## src/verilog/gpio_pkg.sv

```systemverilog
// constants, register map and carrier types for the gpio port block
//
// What this block does
// - an enabled group 0 pin that changes level sets the group 0 flag
// - a group flag clears on vector entry or on a one written to it
// - a group interrupt fires only with flag, group enable and global enable
// - group 2 mask holds eight read/write bits for pins 23..16, reset zero
// - group 1 mask has seven bits for pins 14..8; bit 7 reads zero
// - group 0 mask holds eight read/write bits for pins 7..0, reset zero
// - each port has output data, direction and read-only input pin registers
// - a one written to an input pin bit inverts that output data bit
// - global pull-up disable switches off every pull-up on every port
// - direction one makes the pin an output, zero an input
// - pull-up on only for direction 0, data 1 and pull-ups allowed
// - all pins go high impedance as soon as reset is active
// - an output pin drives the data bit level, never with pull-up
// - single-bit set or clear changes only the addressed pin
// - one pin's alternate use leaves the other pins of the port alone
// - input pins read the synchronised pin level whatever the direction
// - each group enable with global enable lets its pins raise interrupt
`default_nettype none
package gpio_pkg;
  localparam int NUM_PORTS = 3;
  localparam int NUM_GROUPS = 3;
  localparam logic [7:0] RESET_BYTE = 8'h00;
  // port register block: three consecutive locations per port
  localparam logic [7:0] PORT_BASE = 8'h20;
  localparam logic [7:0] PORT_STRIDE = 8'h03;
  localparam logic [7:0] OFS_INPUT = 8'h00;
  localparam logic [7:0] OFS_DIR = 8'h01;
  localparam logic [7:0] OFS_OUT = 8'h02;
  // pin change registers
  localparam logic [7:0] ADDR_CHANGE_FLAG = 8'h3C;
  localparam logic [7:0] ADDR_CHANGE_CTRL = 8'h68;
  localparam logic [7:0] ADDR_MASK0 = 8'h6B;
  localparam logic [7:0] ADDR_MASK1 = 8'h6C;
  localparam logic [7:0] ADDR_MASK2 = 8'h6D;
  localparam logic [7:0] MASK1_VALID = 8'h7F;
  // core control register holding the global pull-up disable
  localparam logic [7:0] ADDR_CORE_CTRL = 8'h35;
  localparam int PUD_BIT = 4;

  // one access on the processor's i/o register port
  typedef struct packed {
    logic wr;
    logic rd;
    logic [7:0] addr;
    logic [7:0] wdata;
    logic [7:0] wmask;
  } io_req_t;
endpackage
`default_nettype wire

```

## src/verilog/pin_sync.sv

```systemverilog
// three-stage synchroniser with agreement filter for eight pins
`default_nettype none
module pin_sync (
  input wire logic clk_i,
  input wire logic rst_n_i,
  input wire logic [7:0] pin_i,
  output logic [7:0] level_o
);
  logic [7:0] s1_q, s2_q, s3_q, lvl_q;
  logic [7:0] s1_d, s2_d, s3_d, lvl_d;

  // first stage feeds only the second; a level counts once stages agree
  always_comb begin
    s1_d = pin_i;
    s2_d = s1_q;
    s3_d = s2_q;
    lvl_d = (s2_q & s3_q) | (lvl_q & (s2_q | s3_q));
  end

  always_ff @(posedge clk_i) begin
    if (!rst_n_i) begin
      s1_q <= gpio_pkg::RESET_BYTE;
      s2_q <= gpio_pkg::RESET_BYTE;
      s3_q <= gpio_pkg::RESET_BYTE;
      lvl_q <= gpio_pkg::RESET_BYTE;
    end else begin
      s1_q <= s1_d;
      s2_q <= s2_d;
      s3_q <= s3_d;
      lvl_q <= lvl_d;
    end
  end

  assign level_o = lvl_q;
endmodule
`default_nettype wire

```

## src/verilog/change_group.sv

```systemverilog
// pin change detector and sticky flag for one group of eight pins
`default_nettype none
module change_group (
  input wire logic clk_i,
  input wire logic rst_n_i,
  input wire logic [7:0] level_i,
  input wire logic [7:0] mask_i,
  input wire logic enable_i,
  input wire logic clear_i,
  input wire logic ack_i,
  output logic flag_o
);
  logic [7:0] prev_q, prev_d;
  logic flag_q, flag_d;
  logic request;

  // compare against last cycle's sample; only masked pins count
  always_comb begin
    prev_d = level_i;
    request = enable_i & (|((level_i ^ prev_q) & mask_i));
    // a change in the clearing cycle still sets the flag
    flag_d = request | (flag_q & ~(clear_i | ack_i));
  end

  always_ff @(posedge clk_i) begin
    if (!rst_n_i) begin
      prev_q <= gpio_pkg::RESET_BYTE;
      flag_q <= 1'b0;
    end else begin
      prev_q <= prev_d;
      flag_q <= flag_d;
    end
  end

  assign flag_o = flag_q;
endmodule
`default_nettype wire

```

## src/verilog/gpio_port_with_pin_change_masks.sv

```systemverilog
// three 8-bit gpio ports with pin change masks, flags and group interrupts
`default_nettype none
module gpio_port_with_pin_change_masks (
  input wire logic clk_i,
  input wire logic rst_n_i,
  input wire gpio_pkg::io_req_t io_req_i,
  output logic [7:0] io_rdata_o,
  input wire logic global_int_enable_i,
  input wire logic [2:0] vector_ack_i,
  input wire logic [23:0] pad_i,
  output logic [23:0] pad_o,
  output logic [23:0] pad_oe_o,
  output logic [23:0] pullup_en_o,
  output logic [2:0] change_irq_o
);

  ////////////////////////////////////////////////////////////////////////////
  // decode helpers

  // address of one register of one port
  function automatic logic [7:0] port_addr(input int k,
                                           input logic [7:0] ofs);
    logic [7:0] idx;
    idx = 8'(k);
    port_addr = 8'(gpio_pkg::PORT_BASE + idx * gpio_pkg::PORT_STRIDE + ofs);
  endfunction

  // merge only the bits selected by the write mask
  function automatic logic [7:0] merge(input logic [7:0] old,
                                       input logic [7:0] data,
                                       input logic [7:0] mask);
    merge = (old & ~mask) | (data & mask);
  endfunction

  ////////////////////////////////////////////////////////////////////////////
  // state

  logic [2:0][7:0] out_q, out_d;
  logic [2:0][7:0] dir_q, dir_d;
  logic [2:0][7:0] mask_q, mask_d;
  logic [2:0] ctrl_q, ctrl_d;
  logic pud_q, pud_d;
  logic [7:0] rdata_q, rdata_d;
  logic [23:0] pad_q, pad_d;
  logic [23:0] oe_q, oe_d;
  logic [23:0] pu_q, pu_d;
  logic [2:0] irq_q, irq_d;
  logic [2:0] flag_clr;
  logic [2:0] flags;
  logic [2:0][7:0] level;
  logic wr, rd;
  logic [7:0] addr, wdata, wmask;

  assign wr = io_req_i.wr;
  assign rd = io_req_i.rd;
  assign addr = io_req_i.addr;
  assign wdata = io_req_i.wdata;
  assign wmask = io_req_i.wmask;

  ////////////////////////////////////////////////////////////////////////////
  // per-port synchronisers and per-group change detectors

  // each pin has its own slice, so one pin's use never disturbs another
  for (genvar k = 0; k < gpio_pkg::NUM_PORTS; k++) begin : g_port
    pin_sync u_sync (
      .clk_i(clk_i),
      .rst_n_i(rst_n_i),
      .pin_i(pad_i[k*8 +: 8]),
      .level_o(level[k])
    );
  end

  for (genvar g = 0; g < gpio_pkg::NUM_GROUPS; g++) begin : g_group
    change_group u_group (
      .clk_i(clk_i),
      .rst_n_i(rst_n_i),
      .level_i(level[g]),
      .mask_i(mask_q[g]),
      .enable_i(ctrl_q[g]),
      .clear_i(flag_clr[g]),
      .ack_i(vector_ack_i[g]),
      .flag_o(flags[g])
    );
  end

  ////////////////////////////////////////////////////////////////////////////
  // register writes

  // byte-wide writes honour the bit mask, so a one-bit set or clear
  // issued by the processor touches that pin alone
  always_comb begin
    out_d = out_q;
    dir_d = dir_q;
    mask_d = mask_q;
    ctrl_d = ctrl_q;
    pud_d = pud_q;
    flag_clr = 3'h0;
    if (wr) begin
      for (int k = 0; k < gpio_pkg::NUM_PORTS; k++) begin
        if (addr == port_addr(k, gpio_pkg::OFS_DIR)) begin
          dir_d[k] = merge(dir_q[k], wdata, wmask);
        end
        if (addr == port_addr(k, gpio_pkg::OFS_OUT)) begin
          out_d[k] = merge(out_q[k], wdata, wmask);
        end
        if (addr == port_addr(k, gpio_pkg::OFS_INPUT)) begin
          // ones invert the data bit, zeros leave it, direction ignored
          out_d[k] = out_q[k] ^ (wdata & wmask);
        end
      end
      case (addr)
        gpio_pkg::ADDR_MASK0: begin
          mask_d[0] = merge(mask_q[0], wdata, wmask);
        end
        gpio_pkg::ADDR_MASK1: begin
          // top bit is reserved and stays zero
          mask_d[1] = merge(mask_q[1], wdata, wmask)
                      & gpio_pkg::MASK1_VALID;
        end
        gpio_pkg::ADDR_MASK2: begin
          mask_d[2] = merge(mask_q[2], wdata, wmask);
        end
        gpio_pkg::ADDR_CHANGE_CTRL: begin
          ctrl_d = 3'(merge({5'h00, ctrl_q}, wdata, wmask));
        end
        gpio_pkg::ADDR_CHANGE_FLAG: begin
          flag_clr = 3'(wdata & wmask);
        end
        gpio_pkg::ADDR_CORE_CTRL: begin
          if (wmask[gpio_pkg::PUD_BIT]) begin
            pud_d = wdata[gpio_pkg::PUD_BIT];
          end
        end
        default: begin
          flag_clr = 3'h0;
        end
      endcase
    end
  end

  ////////////////////////////////////////////////////////////////////////////
  // register reads

  // read data appears one cycle after the request; unmapped reads give zero
  always_comb begin
    rdata_d = rdata_q;
    if (rd) begin
      rdata_d = 8'h00;
      for (int k = 0; k < gpio_pkg::NUM_PORTS; k++) begin
        if (addr == port_addr(k, gpio_pkg::OFS_INPUT)) begin
          rdata_d = level[k];
        end
        if (addr == port_addr(k, gpio_pkg::OFS_DIR)) begin
          rdata_d = dir_q[k];
        end
        if (addr == port_addr(k, gpio_pkg::OFS_OUT)) begin
          rdata_d = out_q[k];
        end
      end
      case (addr)
        gpio_pkg::ADDR_MASK0: rdata_d = mask_q[0];
        gpio_pkg::ADDR_MASK1: rdata_d = mask_q[1] & gpio_pkg::MASK1_VALID;
        gpio_pkg::ADDR_MASK2: rdata_d = mask_q[2];
        gpio_pkg::ADDR_CHANGE_CTRL: rdata_d = {5'h00, ctrl_q};
        gpio_pkg::ADDR_CHANGE_FLAG: rdata_d = {5'h00, flags};
        gpio_pkg::ADDR_CORE_CTRL: begin
          rdata_d = 8'h00;
          rdata_d[gpio_pkg::PUD_BIT] = pud_q;
        end
        default: begin
          rdata_d = rdata_d;
        end
      endcase
    end
  end

  ////////////////////////////////////////////////////////////////////////////
  // pin drivers and interrupt outputs

  // pins follow the register values that are being stored this edge
  always_comb begin
    for (int k = 0; k < gpio_pkg::NUM_PORTS; k++) begin
      for (int n = 0; n < 8; n++) begin
        oe_d[k*8+n] = dir_d[k][n];
        pad_d[k*8+n] = out_d[k][n];
        // pull-up only on an input with data one and pull-ups allowed
        pu_d[k*8+n] = ~dir_d[k][n] & out_d[k][n] & ~pud_d;
      end
    end
    for (int g = 0; g < gpio_pkg::NUM_GROUPS; g++) begin
      irq_d[g] = flags[g] & ctrl_q[g] & global_int_enable_i;
    end
  end

  ////////////////////////////////////////////////////////////////////////////
  // registers

  always_ff @(posedge clk_i) begin
    if (!rst_n_i) begin
      for (int k = 0; k < gpio_pkg::NUM_PORTS; k++) begin
        out_q[k] <= gpio_pkg::RESET_BYTE;
        dir_q[k] <= gpio_pkg::RESET_BYTE;
        mask_q[k] <= gpio_pkg::RESET_BYTE;
      end
      ctrl_q <= 3'h0;
      pud_q <= 1'b0;
      rdata_q <= gpio_pkg::RESET_BYTE;
      pad_q <= 24'h000000;
      oe_q <= 24'h000000;
      pu_q <= 24'h000000;
      irq_q <= 3'h0;
    end else begin
      out_q <= out_d;
      dir_q <= dir_d;
      mask_q <= mask_d;
      ctrl_q <= ctrl_d;
      pud_q <= pud_d;
      rdata_q <= rdata_d;
      pad_q <= pad_d;
      oe_q <= oe_d;
      pu_q <= pu_d;
      irq_q <= irq_d;
    end
  end

  // the reset level gates the drivers directly, so pins float at once
  // even with the clock stopped; pad_oe_o and pullup_en_o are the two outputs not purely a flop
  assign pad_oe_o = oe_q & {24{rst_n_i}};
  assign pullup_en_o = pu_q & {24{rst_n_i}};
  assign pad_o = pad_q;
  assign io_rdata_o = rdata_q;
  assign change_irq_o = irq_q;

endmodule
`default_nettype wire

```

## config.mk

```make
export PLATFORM = sky130hd
export DESIGN_NAME = gpio_port_with_pin_change_masks
export DESIGN_NICKNAME = d
export VERILOG_FILES = /design/src/verilog/gpio_pkg.sv /design/src/verilog/pin_sync.sv /design/src/verilog/change_group.sv /design/src/verilog/gpio_port_with_pin_change_masks.sv
export SDC_FILE = /design/constraint.sdc
export NUM_CORES = 1
export LEC_CHECK = 0
export ABC_AREA = 1
export BUFFER_PORTS_ARGS = -buffer_cell sky130_fd_sc_hd__buf_2
export CELL_PAD_IN_SITES_DETAIL_PLACEMENT = 0
export CELL_PAD_IN_SITES_GLOBAL_PLACEMENT = 2
export CORE_MARGIN = 3
export CORE_UTILIZATION = 32
export CTS_CLUSTER_SIZE = 8
export DETAILED_ROUTE_END_ITERATION = 8
export MAX_ROUTING_LAYER = met4
export PLACE_DENSITY = 0.89
export SYNTH_ARGS = -nofsm -noshare
export SYNTH_HDL_FRONTEND = slang
export SYNTH_SLANG_ARGS = --single-unit
```

## constraint.sdc

```tcl
create_clock -name clk_i -period 1.9 [get_ports clk_i]
set_clock_uncertainty 0.05 [all_clocks]
set_input_delay 0.095 -clock clk_i [delete_from_list [all_inputs] [get_ports clk_i]]
set_output_delay 0.095 -clock clk_i [all_outputs]
set_load 0.005 [all_outputs]
```

==> flow_summary.ini, run 1 <==
[outcome]
status = complete, no violations

[setup_path]
crit_path_max_fanout = 12
cp-start-kind = input port
crit_type = input port to flop
cp-end-kind = flop
crit_arrival_ns = 2.19
required_ns = 2.28
reg2reg_slack_ns = 0.38

[sta]
timing.final.crit_share_pct = 95.3
relSlewSlack_pct = 49.5
worst_hold_slack_ns = 0.0526
worst_pin_slew_ns = 0.756
rsz0062_at_grt = false
hold_viol = 0
setup_viol = 0
slew_viol_final = 0
fmaxAchievable_mhz = 552
setup-tns-final_ns = 0
min_period_ns = 1.81

[pwr]
leakage_nw = 7.42
p_int_w = 0.00860
swShare_pct = 24.0
p_per_area_nw_per_um2 = 867
ir_drop_mv = 0.672
netSwitchingPower_w = 0.00271
clockPowerShare_pct = 47.6
p_comb_share_pct = 7.2
sequentialPowerShare_pct = 45.2

[finish]
diodes = 0
final_nets = 1795
layout_common_cells = 386 x nand2_1, 281 x inv_1, 232 x dfxtp_1, 169 x nor2_1, 137 x buf_2
drive_gt1_share_pct = 15.0
syn_to_final_growth_pct = 26.4
fillCellCount = 3339
mostFrequentLayoutCell = nand2_1

[synthesis]
syn_area_sq_um = 10300
syn_avg_cell_area_sq_um = 6.77
ys_types = 40
syn_nets = 1581
yosys_warnings = 0
async_flop_share_pct = 0
synthCells = 1525
synth.ff_latch_count = 232
ys_seq_area_share_pct = 45.0
synth_ff_type = dfxtp_1
synth_edf_count = 0

[floorplan]
core_area_sq_um = 31700
die_y_microns = 186
dieArea_sq_um = 34500
ioPinCount = 139
start_util_pct = 32.6
row_count = 65
die_x_microns = 186

[routing]
drtPass1Iterations = 5
totalWireLength_microns = 35300
vias = 10024
route.detailed.drc = 0
viasPerCell = 4.68
drtIter0Drc = 736
ant_nets = 0
post_drt_wl_per_cell_microns = 16.5

[grt]
antenna_found_initial = 0
grt_first_pass_wirelength_microns = 53600
grt_usage_pct = 20.7
grt_pass1_vias = 9406
grt_max_degree = 85
grt_overflow = 0

[clock_tree]
cts_tree = built
post_cts_resized = 0
numCtsBuffers = 35
clock_latency_ns = 0.50
clk_pin_slew_worst_paths_ns = 0.05
clock_tree.buffer_depth = 3
hold_buffers = 41
ctsHtreeMaxLevel = 2
postCtsSetupRepairBufs = 0
cts.sinks = 232
root_buffer = clkbuf_16

[job]
drv_cap = 0

[min_path]
hold_class = input port to flop

[place]
portBuffers = 138
dp_hpwl_microns = 26800
place_congestion = 0.951
## power groups by stage
stage          sequential, W  combinational, W  clock [W]
4_1_cts              0.00511          0.000818    0.00551
3_5_place_dp         0.00521          0.000752          0
6_report             0.00511          0.000815    0.00538
5_1_grt              0.00512          0.000922    0.00574
2_1_floorplan        0.00517          0.000413          0
3_3_place_gp         0.00521          0.000754          0
## cells in the mapped netlist (5+ instances only)
| library cell | n | area share, % |
|---|---|---|
| xor2_1 | 9 | 0.76 |
| nand2_1 | 386 | 14 |
| nand2_2 | 9 | 0.55 |
| nand3_1 | 96 | 4.7 |
| nor2_1 | 169 | 6.1 |
| a21oi_1 | 67 | 3.2 |
| o21bai_1 | 17 | 1.2 |
| o21ai_0 | 112 | 5.4 |
| nand4_1 | 18 | 1.1 |
| nor3_1 | 6 | 0.29 |
| clkbuf_1 | 29 | 1.1 |
| a22oi_1 | 5 | 0.36 |
| dfxtp_1 | 232 | 45 |
| buf_2 | 8 | 0.39 |
| o21ai_1 | 16 | 0.78 |
| inv_1 | 281 | 10 |
| buf_1 | 5 | 0.18 |
| inv_2 | 9 | 0.33 |
## metrics by stage
step	total power (W)	util, %	instance area, sq um	std cells	setup slack [ns]
floorplan	0.00558	-	10300	1525	0.519
global placement	0.00596	37.0	11700	2063	0.0121
detailed placement	0.00596	37.0	11700	2063	0.0406
CTS	0.0114	41.2	13100	2144	0.111
global route	0.0118	41.2	13100	2144	0.0176
finish	0.0113	41.2	13100	2144	0.0900
## worst max-delay path, cell delays in order
cell and delay (ns):
dlygate4sd3_1 0.53, buf_2 0.30, inv_1 0.20, nor2_1 0.25, nand3_1 0.09, dlygate4sd3_1 0.57, a21oi_1 0.14
## area by class of cell
type | instances | area, sq um | share of cell area, %
clock inverters | 3 | 37.5 | 0.288
inverters | 294 | 1110 | 8.47
flip-flops and latches | 232 | 4640 | 35.6
well taps | 402 | 503 | 3.85
multi-input cells | 950 | 4340 | 33.3
repair buffers | 226 | 1540 | 11.8
clock buffers | 37 | 883 | 6.77
## layer usage
layer,track usage [%],share of wire [%],vias to the layer above
met3,3.15,5.6,67
li1,-,-,5090
met2,31.6,43,320
met5,-,0,-
met4,6.70,3.1,0
met1,28.3,48,4547
## path summary, 6_finish.rpt
path / startpoint / end / depth (start not counted)
setup / recovery: io_req_i[25] / flop / 7
hold / removal: io_req_i[9] / flop / 4
setup reg to reg: g_port[1].u_sync.level_o[2] / g_group[1].u_group.flag_o / 7
hold reg to reg: g_port[2].u_sync.s1_q[7] / g_port[2].u_sync.s2_q[7] / 2
## kinds of logic (layout without fill, tap and decap cells)
group | after synthesis | in the layout | synth area share [%]
muxes | 4 | 4 | 0.509
DFF | 232 | 232 | 45.0
xor gates and xnor gates | 12 | 12 | 1.02
buffers and inverters | 343 | 560 | 13.0
AOI/OAI and AO/OA | 232 | 232 | 12.1
and+or+nand+nor | 702 | 702 | 28.4
(Power assumes the default switching activity.)
==> inputs of run 2 (changes only) <==
Settings changed: CAP_MARGIN set to 20, CORE_MARGIN 3 to 4.
==> run 2 against run 1 <==
Net effect:
- hold slack worse by 0.016 ns
- die area up 2.2%
- register-to-register slack better by 0.11 ns
- maximum frequency up 9.5%
- power down 0.94%
- non-clock buffer count down 10
- combinational power down 2%
- highest routed layer unchanged
==> flow_summary.ini, run 2 (same netlist as run 1, synthesis figures left out) <==
[grt]
grt_overflow = 0
antenna_found_initial = 0
grt_max_degree = 89
grt_pass1_vias = 9395
grt_usage_pct = 19.7
grt_first_pass_wirelength_microns = 53600

[place]
dp_hpwl_microns = 26000
portBuffers = 138
place_congestion = 0.949

[clock_tree]
cts.sinks = 232
clock_latency_ns = 0.52
clock_tree.buffer_depth = 3
root_buffer = clkbuf_16
cts_tree = built
numCtsBuffers = 34
ctsHtreeMaxLevel = 2
clk_pin_slew_worst_paths_ns = 0.05

[sta]
timing.final.crit_share_pct = 87.0
setup-tns-final_ns = 0
fmaxAchievable_mhz = 605
min_period_ns = 1.65
worst_hold_slack_ns = 0.0365
hold_viol = 0
slew_viol_final = 0
rsz0062_at_grt = false
worst_pin_slew_ns = 0.558
relSlewSlack_pct = 62.8
setup_viol = 0

[setup_path]
crit_path_max_fanout = 14
required_ns = 2.26
reg2reg_depth = 6
cpPeakStageDelay_ns = 0.58
worst-path-stages = 12
crit_buf_inv = 4
worstSetupStartpoint = io_req_i[22]
slowest_stage = dlygate4sd3_1
worstPathCellList = buf_2 -> inv_1 -> nand2_2 -> nor2_8 -> nand2_2 -> clkinvlp_4 -> nand3_1 -> nand2_1 -> o21ai_1 -> dlygate4sd3_1 -> nand2_1 -> nor2_1
crit_path_end = pu_q[5]
cp-start-kind = input port
r2r_end = pu_q[5]
r2r_start = oe_q[5]
crit_arrival_ns = 2.02
critPathTopFamily = buffers and inverters
crit_type = input port to flop
cp-end-kind = flop
reg2reg_slack_ns = 0.49

[finish]
final_nets = 1784
fillCellCount = 3388
layout_common_cells = 385 x nand2_1, 281 x inv_1, 232 x dfxtp_1, 169 x nor2_1, 137 x buf_2
drive_gt1_share_pct = 14.6
diodes = 0
syn_to_final_growth_pct = 25.6
mostFrequentLayoutCell = nand2_1

[routing]
ant_nets = 0
route.detailed.drc = 0
drtIter0Drc = 714
vias = 9908
viasPerCell = 4.65
drtPass1Iterations = 5
post_drt_wl_per_cell_microns = 16.1
totalWireLength_microns = 34300

[pwr]
ir_drop_mv = 0.620
leakage_nw = 7.37
p_per_area_nw_per_um2 = 864

[floorplan]
die_x_microns = 188
die_y_microns = 188
ioPinCount = 139
start_util_pct = 32.6
core_area_sq_um = 31700
dieArea_sq_um = 35200
row_count = 65

[min_path]
hold_class = input port to flop

[outcome]
status = complete, no violations

[job]
drv_cap = 0
-- run 2: repair_timing --
action                                  in CTS  in global routing
endpoints found under the setup margin       0                  1
endpoints found under the hold margin       59                  0
resized for setup                            0                  2
buffers inserted                             0                  0
hold buffers                                41                  0
-- run 2: report_power, final --
group | leakage [nW] | switching, W | internal, W
registers | 1.89 | 0.0000921 | 0.00502
clock network | 0.445 | 0.00210 | 0.00319
logic | 5.03 | 0.000500 | 0.000302
-- run 2: area by class of cell --
| class | instances | area [sq um] | area share, % |
|---|---|---|---|
| clock buffer | 34 | 851 | 6.56 |
| tap | 402 | 503 | 3.88 |
| sequential | 232 | 4640 | 35.8 |
| clock inverter | 3 | 58.8 | 0.453 |
| multi-input combinational | 950 | 4350 | 33.5 |
| timing repair buffer | 216 | 1460 | 11.3 |
| inverter | 294 | 1110 | 8.55 |
-- run 2: routing by layer --
| metal | routed length (microns) | GRT usage, % | up-vias |
|---|---|---|---|
| met1 | 16000 | 26.5 | 4470 |
| met3 | 2050 | 3.09 | 49 |
| li1 | - | - | 5083 |
| met2 | 15500 | 31.1 | 306 |
| met5 | 0 | - | - |
| met4 | 759 | 5.08 | 0 |
-- run 2: through the flow --
| stage | util (%) | area [sq um] | setup slack [ns] | total power, W | cells |
|---|---|---|---|---|---|
| 3_5_place_dp | 36.7 | 11600 | 0.0305 | 0.00595 | 2053 |
| 3_3_place_gp | 36.7 | 11600 | 0.0609 | 0.00594 | 2053 |
| 4_1_cts | 40.9 | 13000 | 0.192 | 0.0114 | 2131 |
| 6_report | 40.9 | 13000 | 0.247 | 0.0112 | 2131 |
| 2_1_floorplan | - | 10300 | 0.519 | 0.00558 | 1525 |
| 5_1_grt | 40.9 | 13000 | 0.0940 | 0.0117 | 2131 |
-- run 2: worst min-delay path by stage --
stage	start	end	slack [ns]	cells after the start
6_report	io_req_i[23]	flop	0.04	6
5_1_grt	io_req_i[9]	flop	0.03	4
4_1_cts	io_req_i[9]	flop	0.01	4
3_5_place_dp	pad_i[15]	g_port[1].u_sync.s1_q[7]	0.23	3
3_3_place_gp	pad_i[2]	g_port[0].u_sync.s1_q[2]	0.23	3
2_1_floorplan	pad_i[0]	g_port[0].u_sync.s1_q[0]	0.14	2
-- run 2: worst register-to-register path, cell delays in order (launching register included) --
cell           delay (ns)
dfxtp_1              0.38
inv_1                0.07
nand2_1              0.06
o21ai_1              0.06
dlygate4sd3_1        0.58
nand2_1              0.07
nor2_1               0.03
